File: config.mk
export PLATFORM = sky130hd
export DESIGN_NAME = accumulator_or_unit
export DESIGN_NICKNAME = d
export VERILOG_FILES = /design/src/or_unit_pkg.sv /design/src/or_calc_if.sv /design/src/accumulator_or_unit.sv /design/src/or_combiner.sv
export SDC_FILE = /design/constraint.sdc
export NUM_CORES = 1
export LEC_CHECK = 0
export BUFFER_PORTS_ARGS = -buffer_cell sky130_fd_sc_hd__buf_2
export CAP_MARGIN = 20
export CORE_ASPECT_RATIO = 0.5
export CORE_MARGIN = 3
export CORE_UTILIZATION = 55
export DETAILED_ROUTE_END_ITERATION = 7
export PLACE_DENSITY = 0.79
export SLEW_MARGIN = 20
export SYNTH_ARGS = -nofsm -noshare
export SYNTH_HDL_FRONTEND = slang
export SYNTH_SLANG_ARGS = --single-unit
File: constraint.sdc
create_clock -name sys_clk_i -period 9 [get_ports sys_clk_i]
set_input_delay 0.9 -clock sys_clk_i [delete_from_list [all_inputs] [get_ports sys_clk_i]]
set_output_delay 0.9 -clock sys_clk_i [all_outputs]
set_load 0.02 [all_outputs]
File: src/or_unit_pkg.sv
// constants and types for the accumulator or unit
package or_unit_pkg;
  localparam int ACC_W = 32;
  localparam int WORD_W = 16;
  localparam int MEM_AW = 16;
  localparam int BIT_AW = 12;
  localparam int CNT_W = 6;
  localparam logic [CNT_W-1:0] CNT_MIN = 6'h01;
  localparam logic [CNT_W-1:0] CNT_MAX = 6'h20;
  localparam logic [CNT_W-1:0] WORDS_SINGLE = 6'h01;
  localparam logic [CNT_W-1:0] WORDS_DOUBLE = 6'h02;
  localparam logic [ACC_W-1:0] ACC_RST = 32'h0000_0000;
  localparam logic [MEM_AW-1:0] MEM_ADDR_RST = 16'h0000;
  localparam logic [BIT_AW-1:0] BIT_ADDR_RST = 12'h000;
  localparam int NEG_BIT = ACC_W - 1;

  typedef enum logic [1:0] {
    OP_OR_WORD = 2'h0,
    OP_OR_DOUBLE = 2'h1,
    OP_OR_BITRANGE = 2'h2
  } or_op_t;

  typedef enum logic [3:0] {
    ST_IDLE = 4'h1,
    ST_ISSUE = 4'h2,
    ST_CAPTURE = 4'h4,
    ST_FINISH = 4'h8
  } or_state_t;
endpackage

File: src/or_calc_if.sv
// carrier between the sequencing core and the or combiner
`timescale 1ns/10ps
interface or_calc_if;
  logic [or_unit_pkg::ACC_W-1:0] acc;
  logic [or_unit_pkg::ACC_W-1:0] opnd;
  or_unit_pkg::or_op_t op;
  logic [or_unit_pkg::ACC_W-1:0] result;
  logic zero;
  logic neg;
  logic neg_upd;
  modport core (output acc, output opnd, output op, input result, input zero, input neg, input neg_upd);
  modport calc (input acc, input opnd, input op, output result, output zero, output neg, output neg_upd);
endinterface

File: src/accumulator_or_unit.sv
// accumulator or unit: word, double and bitrange or with status flags
`timescale 1ns/10ps
module accumulator_or_unit (
  // clock and reset
  input wire logic sys_clk_i,
  input wire logic resetn_i,
  // instruction request
  input wire logic op_valid_i,
  input wire logic [1:0] op_code_i,
  input wire logic op_use_imm_i,
  input wire logic [or_unit_pkg::MEM_AW-1:0] op_addr_i,
  input wire logic [or_unit_pkg::BIT_AW-1:0] op_bit_addr_i,
  input wire logic [or_unit_pkg::CNT_W-1:0] op_count_i,
  input wire logic [or_unit_pkg::ACC_W-1:0] op_imm_i,
  output logic op_ready_o,
  output logic op_done_o,
  // accumulator load from sequencer
  input wire logic acc_load_i,
  input wire logic [or_unit_pkg::ACC_W-1:0] acc_load_data_i,
  // data memory word read
  output logic mem_rd_o,
  output logic [or_unit_pkg::MEM_AW-1:0] mem_addr_o,
  input wire logic [or_unit_pkg::WORD_W-1:0] mem_rdata_i,
  // discrete bit read
  output logic bit_rd_o,
  output logic [or_unit_pkg::BIT_AW-1:0] bit_addr_o,
  input wire logic bit_rdata_i,
  // results
  output logic [or_unit_pkg::ACC_W-1:0] acc_o,
  output logic zero_result_flag_o,
  output logic negative_result_flag_o
);
  logic rst_meta_r;
  logic rst_sync_r;
  or_unit_pkg::or_state_t state_r, state_nxt;
  or_unit_pkg::or_op_t op_r, op_nxt;
  logic [or_unit_pkg::CNT_W-1:0] idx_r, idx_nxt;
  logic [or_unit_pkg::CNT_W-1:0] need_r, need_nxt;
  logic [or_unit_pkg::ACC_W-1:0] opnd_r, opnd_nxt;
  logic [or_unit_pkg::ACC_W-1:0] acc_r, acc_nxt;
  logic zero_r, zero_nxt;
  logic neg_r, neg_nxt;
  logic done_r, done_nxt;
  logic mem_rd_r, mem_rd_nxt;
  logic bit_rd_r, bit_rd_nxt;
  logic [or_unit_pkg::MEM_AW-1:0] mem_addr_r, mem_addr_nxt;
  logic [or_unit_pkg::BIT_AW-1:0] bit_addr_r, bit_addr_nxt;
  logic count_ok;
  logic [or_unit_pkg::CNT_W-1:0] idx_inc;

  // request code matches operation
  function automatic logic code_is(input logic [1:0] code, input or_unit_pkg::or_op_t op);
    code_is = (code == 2'(op));
  endfunction

  // bitrange operation test
  function automatic logic is_bit_op(input or_unit_pkg::or_op_t op);
    is_bit_op = (op == or_unit_pkg::OP_OR_BITRANGE);
  endfunction

  function automatic logic count_legal(input logic [or_unit_pkg::CNT_W-1:0] cnt);
    count_legal = (cnt >= or_unit_pkg::CNT_MIN) && (cnt <= or_unit_pkg::CNT_MAX);
  endfunction

  or_calc_if calc_bus ();

  or_combiner u_combiner (
    .c(calc_bus)
  );

  // reset release synchroniser
  always_ff @(posedge sys_clk_i or negedge resetn_i) begin
    if (!resetn_i) begin
      rst_meta_r <= 1'b0;
      rst_sync_r <= 1'b0;
    end else begin
      rst_meta_r <= 1'b1;
      rst_sync_r <= rst_meta_r;
    end
  end

  assign calc_bus.acc = acc_r;
  assign calc_bus.opnd = opnd_r;
  assign calc_bus.op = op_r;

  // bitrange count check
  assign count_ok = count_legal(op_count_i);
  assign idx_inc = idx_r + or_unit_pkg::CNT_MIN;

  always_comb begin
    state_nxt = state_r;
    op_nxt = op_r;
    idx_nxt = idx_r;
    need_nxt = need_r;
    opnd_nxt = opnd_r;
    acc_nxt = acc_r;
    zero_nxt = zero_r;
    neg_nxt = neg_r;
    done_nxt = 1'b0;
    mem_rd_nxt = 1'b0;
    bit_rd_nxt = 1'b0;
    mem_addr_nxt = mem_addr_r;
    bit_addr_nxt = bit_addr_r;
    case (state_r)
      or_unit_pkg::ST_IDLE: begin
        if (op_valid_i) begin
          idx_nxt = '0;
          opnd_nxt = '0;
          mem_addr_nxt = op_addr_i;
          bit_addr_nxt = op_bit_addr_i;
          if (code_is(op_code_i, or_unit_pkg::OP_OR_WORD)) begin
            op_nxt = or_unit_pkg::OP_OR_WORD;
            need_nxt = or_unit_pkg::WORDS_SINGLE;
            mem_rd_nxt = 1'b1;
            state_nxt = or_unit_pkg::ST_ISSUE;
          end else if (code_is(op_code_i, or_unit_pkg::OP_OR_DOUBLE)) begin
            op_nxt = or_unit_pkg::OP_OR_DOUBLE;
            need_nxt = or_unit_pkg::WORDS_DOUBLE;
            if (op_use_imm_i) begin
              opnd_nxt = op_imm_i;
              state_nxt = or_unit_pkg::ST_FINISH;
            end else begin
              mem_rd_nxt = 1'b1;
              state_nxt = or_unit_pkg::ST_ISSUE;
            end
          end else if (code_is(op_code_i, or_unit_pkg::OP_OR_BITRANGE) && count_ok) begin
            op_nxt = or_unit_pkg::OP_OR_BITRANGE;
            need_nxt = op_count_i;
            bit_rd_nxt = 1'b1;
            state_nxt = or_unit_pkg::ST_ISSUE;
          end
        end else if (acc_load_i) begin
          acc_nxt = acc_load_data_i;
        end
      end
      or_unit_pkg::ST_ISSUE: begin
        state_nxt = or_unit_pkg::ST_CAPTURE;
      end
      or_unit_pkg::ST_CAPTURE: begin
        if (is_bit_op(op_r)) begin
          opnd_nxt[idx_r[4:0]] = bit_rdata_i;
        end else if (idx_r == '0) begin
          opnd_nxt[or_unit_pkg::WORD_W-1:0] = mem_rdata_i;
        end else begin
          opnd_nxt[or_unit_pkg::ACC_W-1:or_unit_pkg::WORD_W] = mem_rdata_i;
        end
        idx_nxt = idx_inc;
        if (idx_inc == need_r) begin
          state_nxt = or_unit_pkg::ST_FINISH;
        end else begin
          mem_addr_nxt = mem_addr_r + 16'h0001;
          bit_addr_nxt = bit_addr_r + 12'h001;
          mem_rd_nxt = !is_bit_op(op_r);
          bit_rd_nxt = is_bit_op(op_r);
          state_nxt = or_unit_pkg::ST_ISSUE;
        end
      end
      or_unit_pkg::ST_FINISH: begin
        acc_nxt = calc_bus.result;
        zero_nxt = calc_bus.zero;
        if (calc_bus.neg_upd) begin
          neg_nxt = calc_bus.neg;
        end
        done_nxt = 1'b1;
        state_nxt = or_unit_pkg::ST_IDLE;
      end
      default: begin
        state_nxt = or_unit_pkg::ST_IDLE;
      end
    endcase
  end

  always_ff @(posedge sys_clk_i or negedge rst_sync_r) begin
    if (!rst_sync_r) begin
      state_r <= or_unit_pkg::ST_IDLE;
      op_r <= or_unit_pkg::OP_OR_WORD;
      idx_r <= '0;
      need_r <= '0;
      opnd_r <= or_unit_pkg::ACC_RST;
      acc_r <= or_unit_pkg::ACC_RST;
      zero_r <= 1'b0;
      neg_r <= 1'b0;
      done_r <= 1'b0;
      mem_rd_r <= 1'b0;
      bit_rd_r <= 1'b0;
      mem_addr_r <= or_unit_pkg::MEM_ADDR_RST;
      bit_addr_r <= or_unit_pkg::BIT_ADDR_RST;
    end else begin
      state_r <= state_nxt;
      op_r <= op_nxt;
      idx_r <= idx_nxt;
      need_r <= need_nxt;
      opnd_r <= opnd_nxt;
      acc_r <= acc_nxt;
      zero_r <= zero_nxt;
      neg_r <= neg_nxt;
      done_r <= done_nxt;
      mem_rd_r <= mem_rd_nxt;
      bit_rd_r <= bit_rd_nxt;
      mem_addr_r <= mem_addr_nxt;
      bit_addr_r <= bit_addr_nxt;
    end
  end

  assign op_ready_o = (state_r == or_unit_pkg::ST_IDLE);
  assign op_done_o = done_r;
  assign mem_rd_o = mem_rd_r;
  assign mem_addr_o = mem_addr_r;
  assign bit_rd_o = bit_rd_r;
  assign bit_addr_o = bit_addr_r;
  assign acc_o = acc_r;
  assign zero_result_flag_o = zero_r;
  assign negative_result_flag_o = neg_r;
endmodule

File: src/or_combiner.sv
// combinational or of accumulator with operand and flag derivation
`timescale 1ns/10ps
module or_combiner (
  or_calc_if.calc c
);
  always_comb begin
    if (c.op == or_unit_pkg::OP_OR_WORD) begin
      c.result = {c.acc[or_unit_pkg::ACC_W-1:or_unit_pkg::WORD_W],
                  c.acc[or_unit_pkg::WORD_W-1:0] | c.opnd[or_unit_pkg::WORD_W-1:0]};
      c.neg_upd = 1'b0;
    end else begin
      c.result = c.acc | c.opnd;
      c.neg_upd = 1'b1;
    end
    c.zero = (c.result == '0);
    c.neg = c.result[or_unit_pkg::NEG_BIT];
  end
endmodule

# After elaboration in Yosys (flattened, before gate mapping)
# Cells that the tools add are included.
op_classes:
  add_sub_neg: 3
  magnitude_cmp: 4
  eq_ne: 15
  n_mux: 49
  bitwise: 3
  n_reduce_logical: 19
ops:
  columns: ["cell", "count"]
  rows:
  - ["$mux 32", 8]
  - ["$pmux 32 s2", 2]
  - ["$mux 16", 4]
  - ["$bwmux 32", 1]
  - ["$logic_not 32->1", 1]
  - ["$or 32x32->32", 1]
  - ["$pmux 16 s2", 1]
  - ["$mux 12", 2]
  - ["$mux 4", 6]
  - ["$mux 6", 4]
  - ["$pmux 12 s2", 1]
  - ["$add 16x1->16 const B", 1]
  - ["$or 16x16->16", 1]
  - ["$reduce_and 3->1", 5]
  - ["$add 12x1->12 const B", 1]
  - ["$mux 1", 12]
  - ["$pmux 4 s3", 1]
  - ["$pmux 6 s2", 1]
  - ["$add 6x1->6 const B", 1]
  - ["$eq 6x6->1", 1]
  - ["$ge 6x1->1 const B", 1]
  - ["$le 6x6->1 const B", 1]
  - ["$logic_not 6->1", 1]
  - ["$lt 5x6->1 const B", 1]
  - ["21 further kinds", 34]
word_totals:
  reg_bits: 117
  input_bits: 122
  out_inout_bits: 66
  word_cells: 109

# Longest topological paths before layout
# Gate-level depths: netlist of run 1.
depth:
  depth_word: 8
  mapped_depth: 9
  mapped_depth_nobuf: 7

# Hierarchy
# From an unflattened synthesis of run 1, not the netlist that was laid out.
hier_totals:
  hier_cells: 818
  area_unflattened_um2: 7088.0
by_module_without_submodules:
  columns: ["module", "instances", "cells_per_inst", "area_per_inst_um2", "seq_area_each_um2"]
  rows:
  - ["accumulator_or_unit", 1, 760, 6680.2, 2929.1]
  - ["or_combiner", 1, 58, 407.9, 0.0]

# Worst setup path after synthesis of run 1
# Ideal clock, no wire load.
synth_timing:
  path_kind: "in2reg"
  start: "input port op_count_i[3] in the netlist's numbering"
  end: "register state_r[0]"
  setup_time_ps: 58
  t_arrival_ps: 2345
  required_time_ps: 8942
  path_slack_ps: 6597
  path_stages: 6
  path_buffers: 0
  cell_sequence: "or4_1 -> nor2_1 -> xor2_1 -> o21ai_0 -> a21boi_0 -> or2_2"
synth_via:
  elab_chain_len: 5
  word_cells_on_any_way: 6
  cone_classes: "order compare (2); eq/ne (1); reduce/logical (3)"
synth_rtl:
  columns: ["item", "line_no", "source"]
  rows:
  - ["from (decl)", "accumulator_or_unit.sv:13", "input wire logic [or_unit_pkg::CNT_W-1:0] op_count_i,"]
  - ["$ge 6x1->1 or $le 6x6->1 (tied branches)", "accumulator_or_unit.sv:62", "count_legal = (cnt >= or_unit_pkg::CNT_MIN) && (cnt <= or_unit_pkg::CNT_MAX);"]
  - ["$logic_and 1x1->1 (*)", "accumulator_or_unit.sv:62", null]
  - ["$logic_and 1x1->1 (*)", "accumulator_or_unit.sv:126", "end else if (code_is(op_code_i, or_unit_pkg::OP_OR_BITRANGE) && count_ok) begin"]
  - ["$ne 4x1->1 (no line) (*)", null, null]
  - ["$reduce_and 2->1 (no line) (*)", null, null]
  - ["to (signal assigned)", "accumulator_or_unit.sv:175", "state_r <= or_unit_pkg::ST_IDLE;"]
  - ["to (signal assigned)", "accumulator_or_unit.sv:189", "state_r <= state_nxt;"]
  - ["to (decl)", "accumulator_or_unit.sv:35", "or_unit_pkg::or_state_t state_r, state_nxt;"]
# Mark *: on every way between the ends. The rest lies on a longest branch, timed or not.
# A chain may end at the register's enable or synchronous reset.

# Final worst setup path of run 1
layout_timing:
  start: "register idx_r[0] in the netlist's numbering"
  end: "register mem_addr_r, in the netlist mem_addr_o[0]"
layout_via:
  elab_chain_len: 4
layout_rtl:
  columns: ["item", "line_no", "source"]
  rows:
  - ["from (decl)", "accumulator_or_unit.sv:37", "logic [or_unit_pkg::CNT_W-1:0] idx_r, idx_nxt;"]
  - ["from (signal assigned)", "accumulator_or_unit.sv:191", "idx_r <= idx_nxt;"]
  - ["$add 6x1->6", "accumulator_or_unit.sv:88", "assign idx_inc = idx_r + or_unit_pkg::CNT_MIN;"]
  - ["$eq 6x6->1", "accumulator_or_unit.sv:148", "if (idx_inc == need_r) begin"]
  - ["$ne 2x2->1 (no line)", null, null]
  - ["$reduce_and 3->1 (no line)", null, null]
  - ["to (signal assigned)", "accumulator_or_unit.sv:186", "mem_addr_r <= or_unit_pkg::MEM_ADDR_RST;"]
  - ["to (signal assigned)", "accumulator_or_unit.sv:200", "mem_addr_r <= mem_addr_nxt;"]
  - ["to (decl)", "accumulator_or_unit.sv:46", "logic [or_unit_pkg::MEM_AW-1:0] mem_addr_r, mem_addr_nxt;"]
# Every way passes these cells.

==> results of run 1 <==
## placed cells by master (no fill, tap or decap), types with 7 or more instances in the layout
cell type	synthesis	final
sky130_fd_sc_hd__buf_4	1	8
sky130_fd_sc_hd__nor4_1	17	17
sky130_fd_sc_hd__o22a_1	34	34
sky130_fd_sc_hd__or3_1	7	7
sky130_fd_sc_hd__nand4_1	9	9
sky130_fd_sc_hd__dfrtp_1	116	115
sky130_fd_sc_hd__and3_1	11	11
sky130_fd_sc_hd__nand2_1	117	117
sky130_fd_sc_hd__a22oi_1	34	34
sky130_fd_sc_hd__inv_1	8	8
sky130_fd_sc_hd__clkbuf_16	0	17
sky130_fd_sc_hd__nor2_1	85	84
sky130_fd_sc_hd__a21oi_1	67	67
sky130_fd_sc_hd__nand3_1	17	16
sky130_fd_sc_hd__buf_2	4	187
sky130_fd_sc_hd__o21ai_0	51	51
sky130_fd_sc_hd__mux2_2	31	31
sky130_fd_sc_hd__nor3_1	13	12
## flip-flops by register name (all words and copies together) (netlist names), 2 cells and up
name,cells
acc_o,32
bit_addr_o,12
calc_bus.op,2
calc_bus.opnd,32
idx_r,6
mem_addr_o,16
need_r,6
state_r,4
## worst reg2reg max path: cells and delay by family, from the launching register on
family                     cells  cell delay, ns
adders and majority gates      1            0.51
AOI/OAI and AO/OA              4            0.84
and+or+nand+nor                2            1.02
DFF                            1            0.47
## metal layers
metal,track usage (%),vias up,share of wire [%]
met4,8.21,4,1.7
met2,48.2,410,45
met3,6.65,52,10
met1,43.7,3338,43
met5,0,-,0.085
li1,-,3187,-
## worst max path at each step
stage,from,end,slack (ns),cells after the start
3_3_place_gp,state_r[1]$_DFFE_PN0P_,acc_o[14]$_DFFE_PN0P_,5.84,4
5_1_grt,idx_r[0]$_DFFE_PN0P_,mem_addr_o[14]$_DFFE_PN0P_,5.81,7
4_1_cts,idx_r[0]$_DFFE_PN0P_,mem_addr_o[0]$_DFFE_PN0P_,6.06,7
2_1_floorplan,rst_sync_r$_DFF_PN0_,acc_o[0]$_DFFE_PN0P_,5.50,0
3_5_place_dp,idx_r[0]$_DFFE_PN0P_,mem_addr_o[14]$_DFFE_PN0P_,6.08,7
6_report,idx_r[0]$_DFFE_PN0P_,mem_addr_o[0]$_DFFE_PN0P_,6.05,7
## cells in the mapped netlist, drive strengths merged (5+ instances only)
master  instances
a211oi          6
a21oi          68
a22oi          34
a31o            5
a31oi           5
and3           11
buf            14
clkbuf         46
dfrtp         116
ha              6
inv             8
mux2           35
nand2         118
nand3          17
nand4           9
nor2           85
nor3           14
nor4           17
o21ai          54
o22a           34
o311ai          5
or3             7
## cell families after synthesis
family	after synthesis	share of synthesized area, %
compound gates	245	24.2
xor+xnor	8	1.03
fa+ha+maj	6	1.10
buf+inv	68	3.88
flops	117	43.1
mux	36	5.94
other cells	1	0.0551
simple gates	303	20.7
## through the flow
step | total power, W | hold slack [ns] | std cells
global placement | 0.00212 | 0.339 | 1084
floorplan | 0.00177 | 0.331 | 784
detailed placement | 0.00216 | 0.346 | 1084
global route | 0.00306 | 0.261 | 1115
CTS | 0.00288 | 0.264 | 1114
finish | 0.00289 | 0.265 | 1115
## cell type report
type,count,area [sq um],area share (%)
inverters,8,30.0,0.356
well taps,165,206,2.45
flip-flops and latches,117,2930,34.8
repair buffers,196,1010,12.0
clock buffers,20,467,5.53
multi-input cells,599,3630,43.1
clock inverters,10,154,1.82
## power by group
part           internal, W  switching, W  total [W]
Clock             0.000480      0.000236   0.000715
Combinational     0.000485      0.000692    0.00118
Sequential        0.000749      0.000250   0.000999
==> flow_summary.toml, run 1 <==
[status]
status = "finished, final reports clean"

[cts]
worstSkewPairLatency_ns = 0.42
cts_hold_buffers = 0
tritoncts.num_buffers = 17
cts_setup_buffers = 0
post_cts_resized = 0
cts_num_sinks = 117
clk_root_buffer_cell = "sky130_fd_sc_hd__clkbuf_16"
tritoncts = "built"
clk_path_buf_depth = 2
cts.clk_slew.worst_paths_ns = 0.06
h-tree-depth = 4

[logic_synthesis]
ys_ff_latch = 117
synthesis.nets = 912
ys_top_cells_by_area = "sky130_fd_sc_hd__dfrtp_1, sky130_fd_sc_hd__nand2_1, sky130_fd_sc_hd__mux2_2, sky130_fd_sc_hd__a21oi_1, sky130_fd_sc_hd__nor2_1"
synth_sequential_area_ratio_pct = 43.1
yosys_most_used_dff = "sky130_fd_sc_hd__dfrtp_1"
post-synth-top-area-cell = "sky130_fd_sc_hd__dfrtp_1"
syn_inst = 784
synth_async_sr_flop_share_pct = 100
syn_area_per_cell_sq_um = 8.68
post-synth-top-area-fraction_pct = 42.7
number_of_enable_type_register_cells_in_the_synthesized_netlist = 0
netlist-cell-type-count = 67
synthesized_area_sq_um = 6800
ys.warnings.count = 0

[global_routing]
gr-usage-all-layers_pct = 30.8
first_pass_grt_wire_length_microns = 33800
grt_antenna_before_repair = 2
largest_net_degree_at_the_start_of_global_routing = 74
globalRoute.totalOverflow = 0
vias_in_the_first_global_route = 6555

[detailed_routing]
route.vias.total = 6991
drt-total-wl_microns = 21200
drtAntennaViolNets = 0
avgViaCountPerCell = 6.27
drt-initial-drc-count = 919
post_drt_wl_per_cell_microns = 19.0
post-route-drc-count = 0
first_drt_pass_iteration_count = 6

[place]
gp_routability_congestion = 0.917
detailed_place.area_sq_um = 7790
io_buffer_count = 187
dp_hpwl_microns = 14800
detailedPlace.worstSlack_ns = 6.08

[critical_path]
setup.reg_to_reg.worst_slack_ns = 6.05
cp-start-kind = "flop"
slowest_stage = "sky130_fd_sc_hd__or4bb_1"
worst_reg2reg_path_endpoint = "mem_addr_o[0]$_DFFE_PN0P_"
critPathTopFamily = "simple AND/OR/NAND/NOR gates"
worst_ep_required_time_ns = 9.31
arrival_ns = 3.26
timing.rr.start = "idx_r[0]$_DFFE_PN0P_"
critical_path_buf_inv_count = 0
cell_chain_of_the_critical_path = "ha_1 -> or4bb_1 -> o2111ai_1 -> o21a_1 -> and2_1 -> o21ai_1 -> o221a_2"
timing.critical_path.slowest_cell_delay_ns = 0.53
worstSetupPathType = "reg -> reg"
worst_setup_path_end_kind = "flop"
worstPathMaxFanout = 14
reg2reg_depth = 7

[final_layout]
fin_nets = 1067
design_area_sq_um = 8430
fillerInstances = 975
finish.utilization_pct = 70.6
syn2layout_area_growth_pct = 24.0
insertedDiodeCount = 0
final_layout_size_suffix_gt1_share_pct = 29.6

[timing]
final_critical_path_setup_slack_ns = 6.05
timing_hold_violations_final = 0
final.setup_skew_ns = 0.00765
final.period_utilization_pct = 32.8
max_slew_margin_pct = 32.2
tightest_slew_ns = 1.01
rsz0062_at_grt = "false"
finalCriticalPeriod_ns = 2.95
slew_violations = 0
tns_ns = 0
setup-violations-final = 0
max_freq_mhz = 339

[floorplanning]
start_util_pct = 56.9
rows = 28
die_x_microns = 163
die_area_sq_um = 13800
die-height_microns = 84.6
core-area_sq_um = 11900
design.portCount = 188

[job]
max_cap_viol_count = 0

[worst_hold_path]
hold_path_class = "in -> async"

[pwr]
power.ir.vdd_worst_v = 0.000163
pwr_density_cell_nw_per_um2 = 343
static-leakage-power_nw = 3.84
Power figures use the tool's default switching activity.
==> run 2: changes to the inputs <==
- CORE_UTILIZATION: 55 -> 48
- PLACE_DENSITY: 0.79 -> 0.73
- clock period: 9 -> 2.5 ns (I/O delays scaled with it)
==> run 2 against run 1 <==
Net effect: global-route usage down 2.6 points; cell count rose by 5.7%; sequential cell count unchanged; routed wire length rose by 6.5%.
==> flow_summary.toml, run 2 (same netlist as run 1, synthesis figures left out) <==
[place]
number_of_placed_instances_taps_included = 1142
dp_hpwl_microns = 16100
io_buffer_count = 187
gp_routability_congestion = 0.969

[global_routing]
use_met2_pct = 42.6
gr-usage-all-layers_pct = 28.2
grtUsageMet1_pct = 39.1
grt.busiest_layer = "met2"
largest_net_degree_at_the_start_of_global_routing = 68
globalRoute.totalOverflow = 0
grtUsageMet3_pct = 7.17
vias_in_the_first_global_route = 6711
grt_antenna_before_repair = 4
first_pass_grt_wire_length_microns = 35200

[final_layout]
syn2layout_area_growth_pct = 29.1
final_cells = 1178
layout.cells.most_common = "sky130_fd_sc_hd__buf_2"
final_layout_size_suffix_gt1_share_pct = 32.3
most-common-layout-cells = "sky130_fd_sc_hd__buf_2, sky130_fd_sc_hd__nand2_1, sky130_fd_sc_hd__dfrtp_1"
fin_nets = 1100

[critical_path]
arrival_ns = 2.66
setup.reg_to_reg.worst_slack_ns = 0.15
reg2reg_depth = 8
worstSetupPathType = "reg -> reg"
timing.rr.start = "idx_r[5]$_DFFE_PN0P_"
worst_setup_path_end_kind = "flop"
worst_setup_path_endpoint = "bit_addr_o[9]$_DFFE_PN0P_"
worst_reg2reg_path_endpoint = "bit_addr_o[9]$_DFFE_PN0P_"
worst_ep_required_time_ns = 2.81
cp-start-kind = "flop"
critPathLaunch = "idx_r[5]$_DFFE_PN0P_"
worstPathMaxFanout = 6

[cts]
tritoncts.num_buffers = 17
clk_path_buf_depth = 2
clk_root_buffer_cell = "sky130_fd_sc_hd__clkbuf_16"
h-tree-depth = 4
tritoncts = "built"
cts_num_sinks = 117
worstSkewPairLatency_ns = 0.42
cts.clk_slew.worst_paths_ns = 0.06

[timing]
tightest_slew_ns = 0.696
final.setup_skew_ns = 0.0156
final.period_utilization_pct = 94.0
slew_violations = 0
timing_hold_violations_final = 0
rsz0062_at_grt = "false"
max_freq_mhz = 426
hold-worst-slack_ns = 0.0516
max_slew_margin_pct = 53.2
finalCriticalPeriod_ns = 2.35
setup-violations-final = 0

[job]
max_cap_viol_count = 0

[pwr]
pwr_density_cell_nw_per_um2 = 1210
power.ir.vdd_worst_v = 0.000552
static-leakage-power_nw = 4.01

[floorplanning]
die_x_microns = 174
design.portCount = 188
rows = 30
core-area_sq_um = 13700
die_area_sq_um = 15700
start_util_pct = 49.6
die-height_microns = 90.2

[detailed_routing]
post-route-drc-count = 0
drtAntennaViolNets = 0
route.vias.total = 7164
drt-total-wl_microns = 22500
avgViaCountPerCell = 6.08
post_drt_wl_per_cell_microns = 19.1
first_drt_pass_iteration_count = 6
drt-initial-drc-count = 611

[worst_hold_path]
hold_path_class = "in -> reg"
min_delay_path_depth = 2

[status]
status = "finished, final reports clean"
run 2: cell types whose count changed in the layout (fill, tap and decap cells not counted), moves of 2 or more:
cell	before	now
sky130_fd_sc_hd__buf_12	0	4
sky130_fd_sc_hd__buf_4	8	37
sky130_fd_sc_hd__clkbuf_8	3	1
sky130_fd_sc_hd__clkinv_2	5	2
sky130_fd_sc_hd__clkinv_4	1	7
sky130_fd_sc_hd__dfrtp_1	115	113
sky130_fd_sc_hd__dfrtp_2	0	2
run 2: what timing repair did:
action	4_1_cts	5_1_grt
hold endpoints to repair	2	0
pin swaps	0	2
buffers inserted	0	2
resized for setup	2	6
hold buffers	1	0
setup endpoints to repair	5	27
run 2: critical path, cell delays in order, from the launching register on:
cell and delay (ns):
sky130_fd_sc_hd__dfrtp_1 0.44, sky130_fd_sc_hd__xnor2_1 0.16, sky130_fd_sc_hd__or3_1 0.36, sky130_fd_sc_hd__a2111oi_4 0.44, sky130_fd_sc_hd__buf_4 0.20, sky130_fd_sc_hd__and2_1 0.21, sky130_fd_sc_hd__buf_4 0.17, sky130_fd_sc_hd__o21ai_1 0.07
sky130_fd_sc_hd__a22o_1 0.20
run 2: metrics by stage:
stage / cell area [sq um] / util [%] / setup slack [ns] / total power, W / setup TNS (ns)
5_1_grt: 8780 / 64.1 / 0.00488 / 0.0113 / 0
4_1_cts: 8730 / 63.8 / 0.0509 / 0.0106 / 0
3_3_place_gp: 8100 / 59.2 / 0.110 / 0.00789 / 0
6_report: 8780 / 64.1 / 0.151 / 0.0106 / 0
3_5_place_dp: 8100 / 59.2 / -0.0362 / 0.00800 / -0.133
2_1_floorplan: 6800 / - / 0.139 / 0.00638 / 0
run 2: final cells by class:
class / instances / area (sq um)
diodes: 1 / 2.50
clock buffers: 18 / 439
clock inverters: 14 / 178
fillers: 1195 / 4920
inverters: 8 / 30.0
multi-input cells: 599 / 3650
flip-flops and latches: 117 / 2940
well taps: 192 / 240
repair buffers: 229 / 1300
run 2: how the worst min path moves through the flow:
stage,startpoint,to,slack [ns]
6_report,acc_load_data_i[30],acc_o[30]$_DFFE_PN0P_,0.05
5_1_grt,acc_load_data_i[1],acc_o[1]$_DFFE_PN0P_,0.06
4_1_cts,acc_load_data_i[30],acc_o[30]$_DFFE_PN0P_,0.04
3_5_place_dp,resetn_i,rst_meta_r$_DFF_PN0_,0.04
3_3_place_gp,resetn_i,rst_meta_r$_DFF_PN0_,0.04
2_1_floorplan,resetn_i,rst_meta_r$_DFF_PN0_,-0.05
run 2: per-layer routing:
layer | share of wire [%] | up-vias | wire length [microns]
met4 | 2.9 | 8 | 651
li1 | - | 3260 | -
met5 | 0.16 | - | 36
met1 | 43 | 3457 | 9720
met2 | 45 | 374 | 10100
met3 | 9.0 | 65 | 2020
run 2: power breakdown:
| group | internal [W] | total (W) | switching, W |
|---|---|---|---|
| combinational | 0.00191 | 0.00453 | 0.00262 |
| clock | 0.00160 | 0.00255 | 0.000944 |
| sequential | 0.00270 | 0.00356 | 0.000864 |
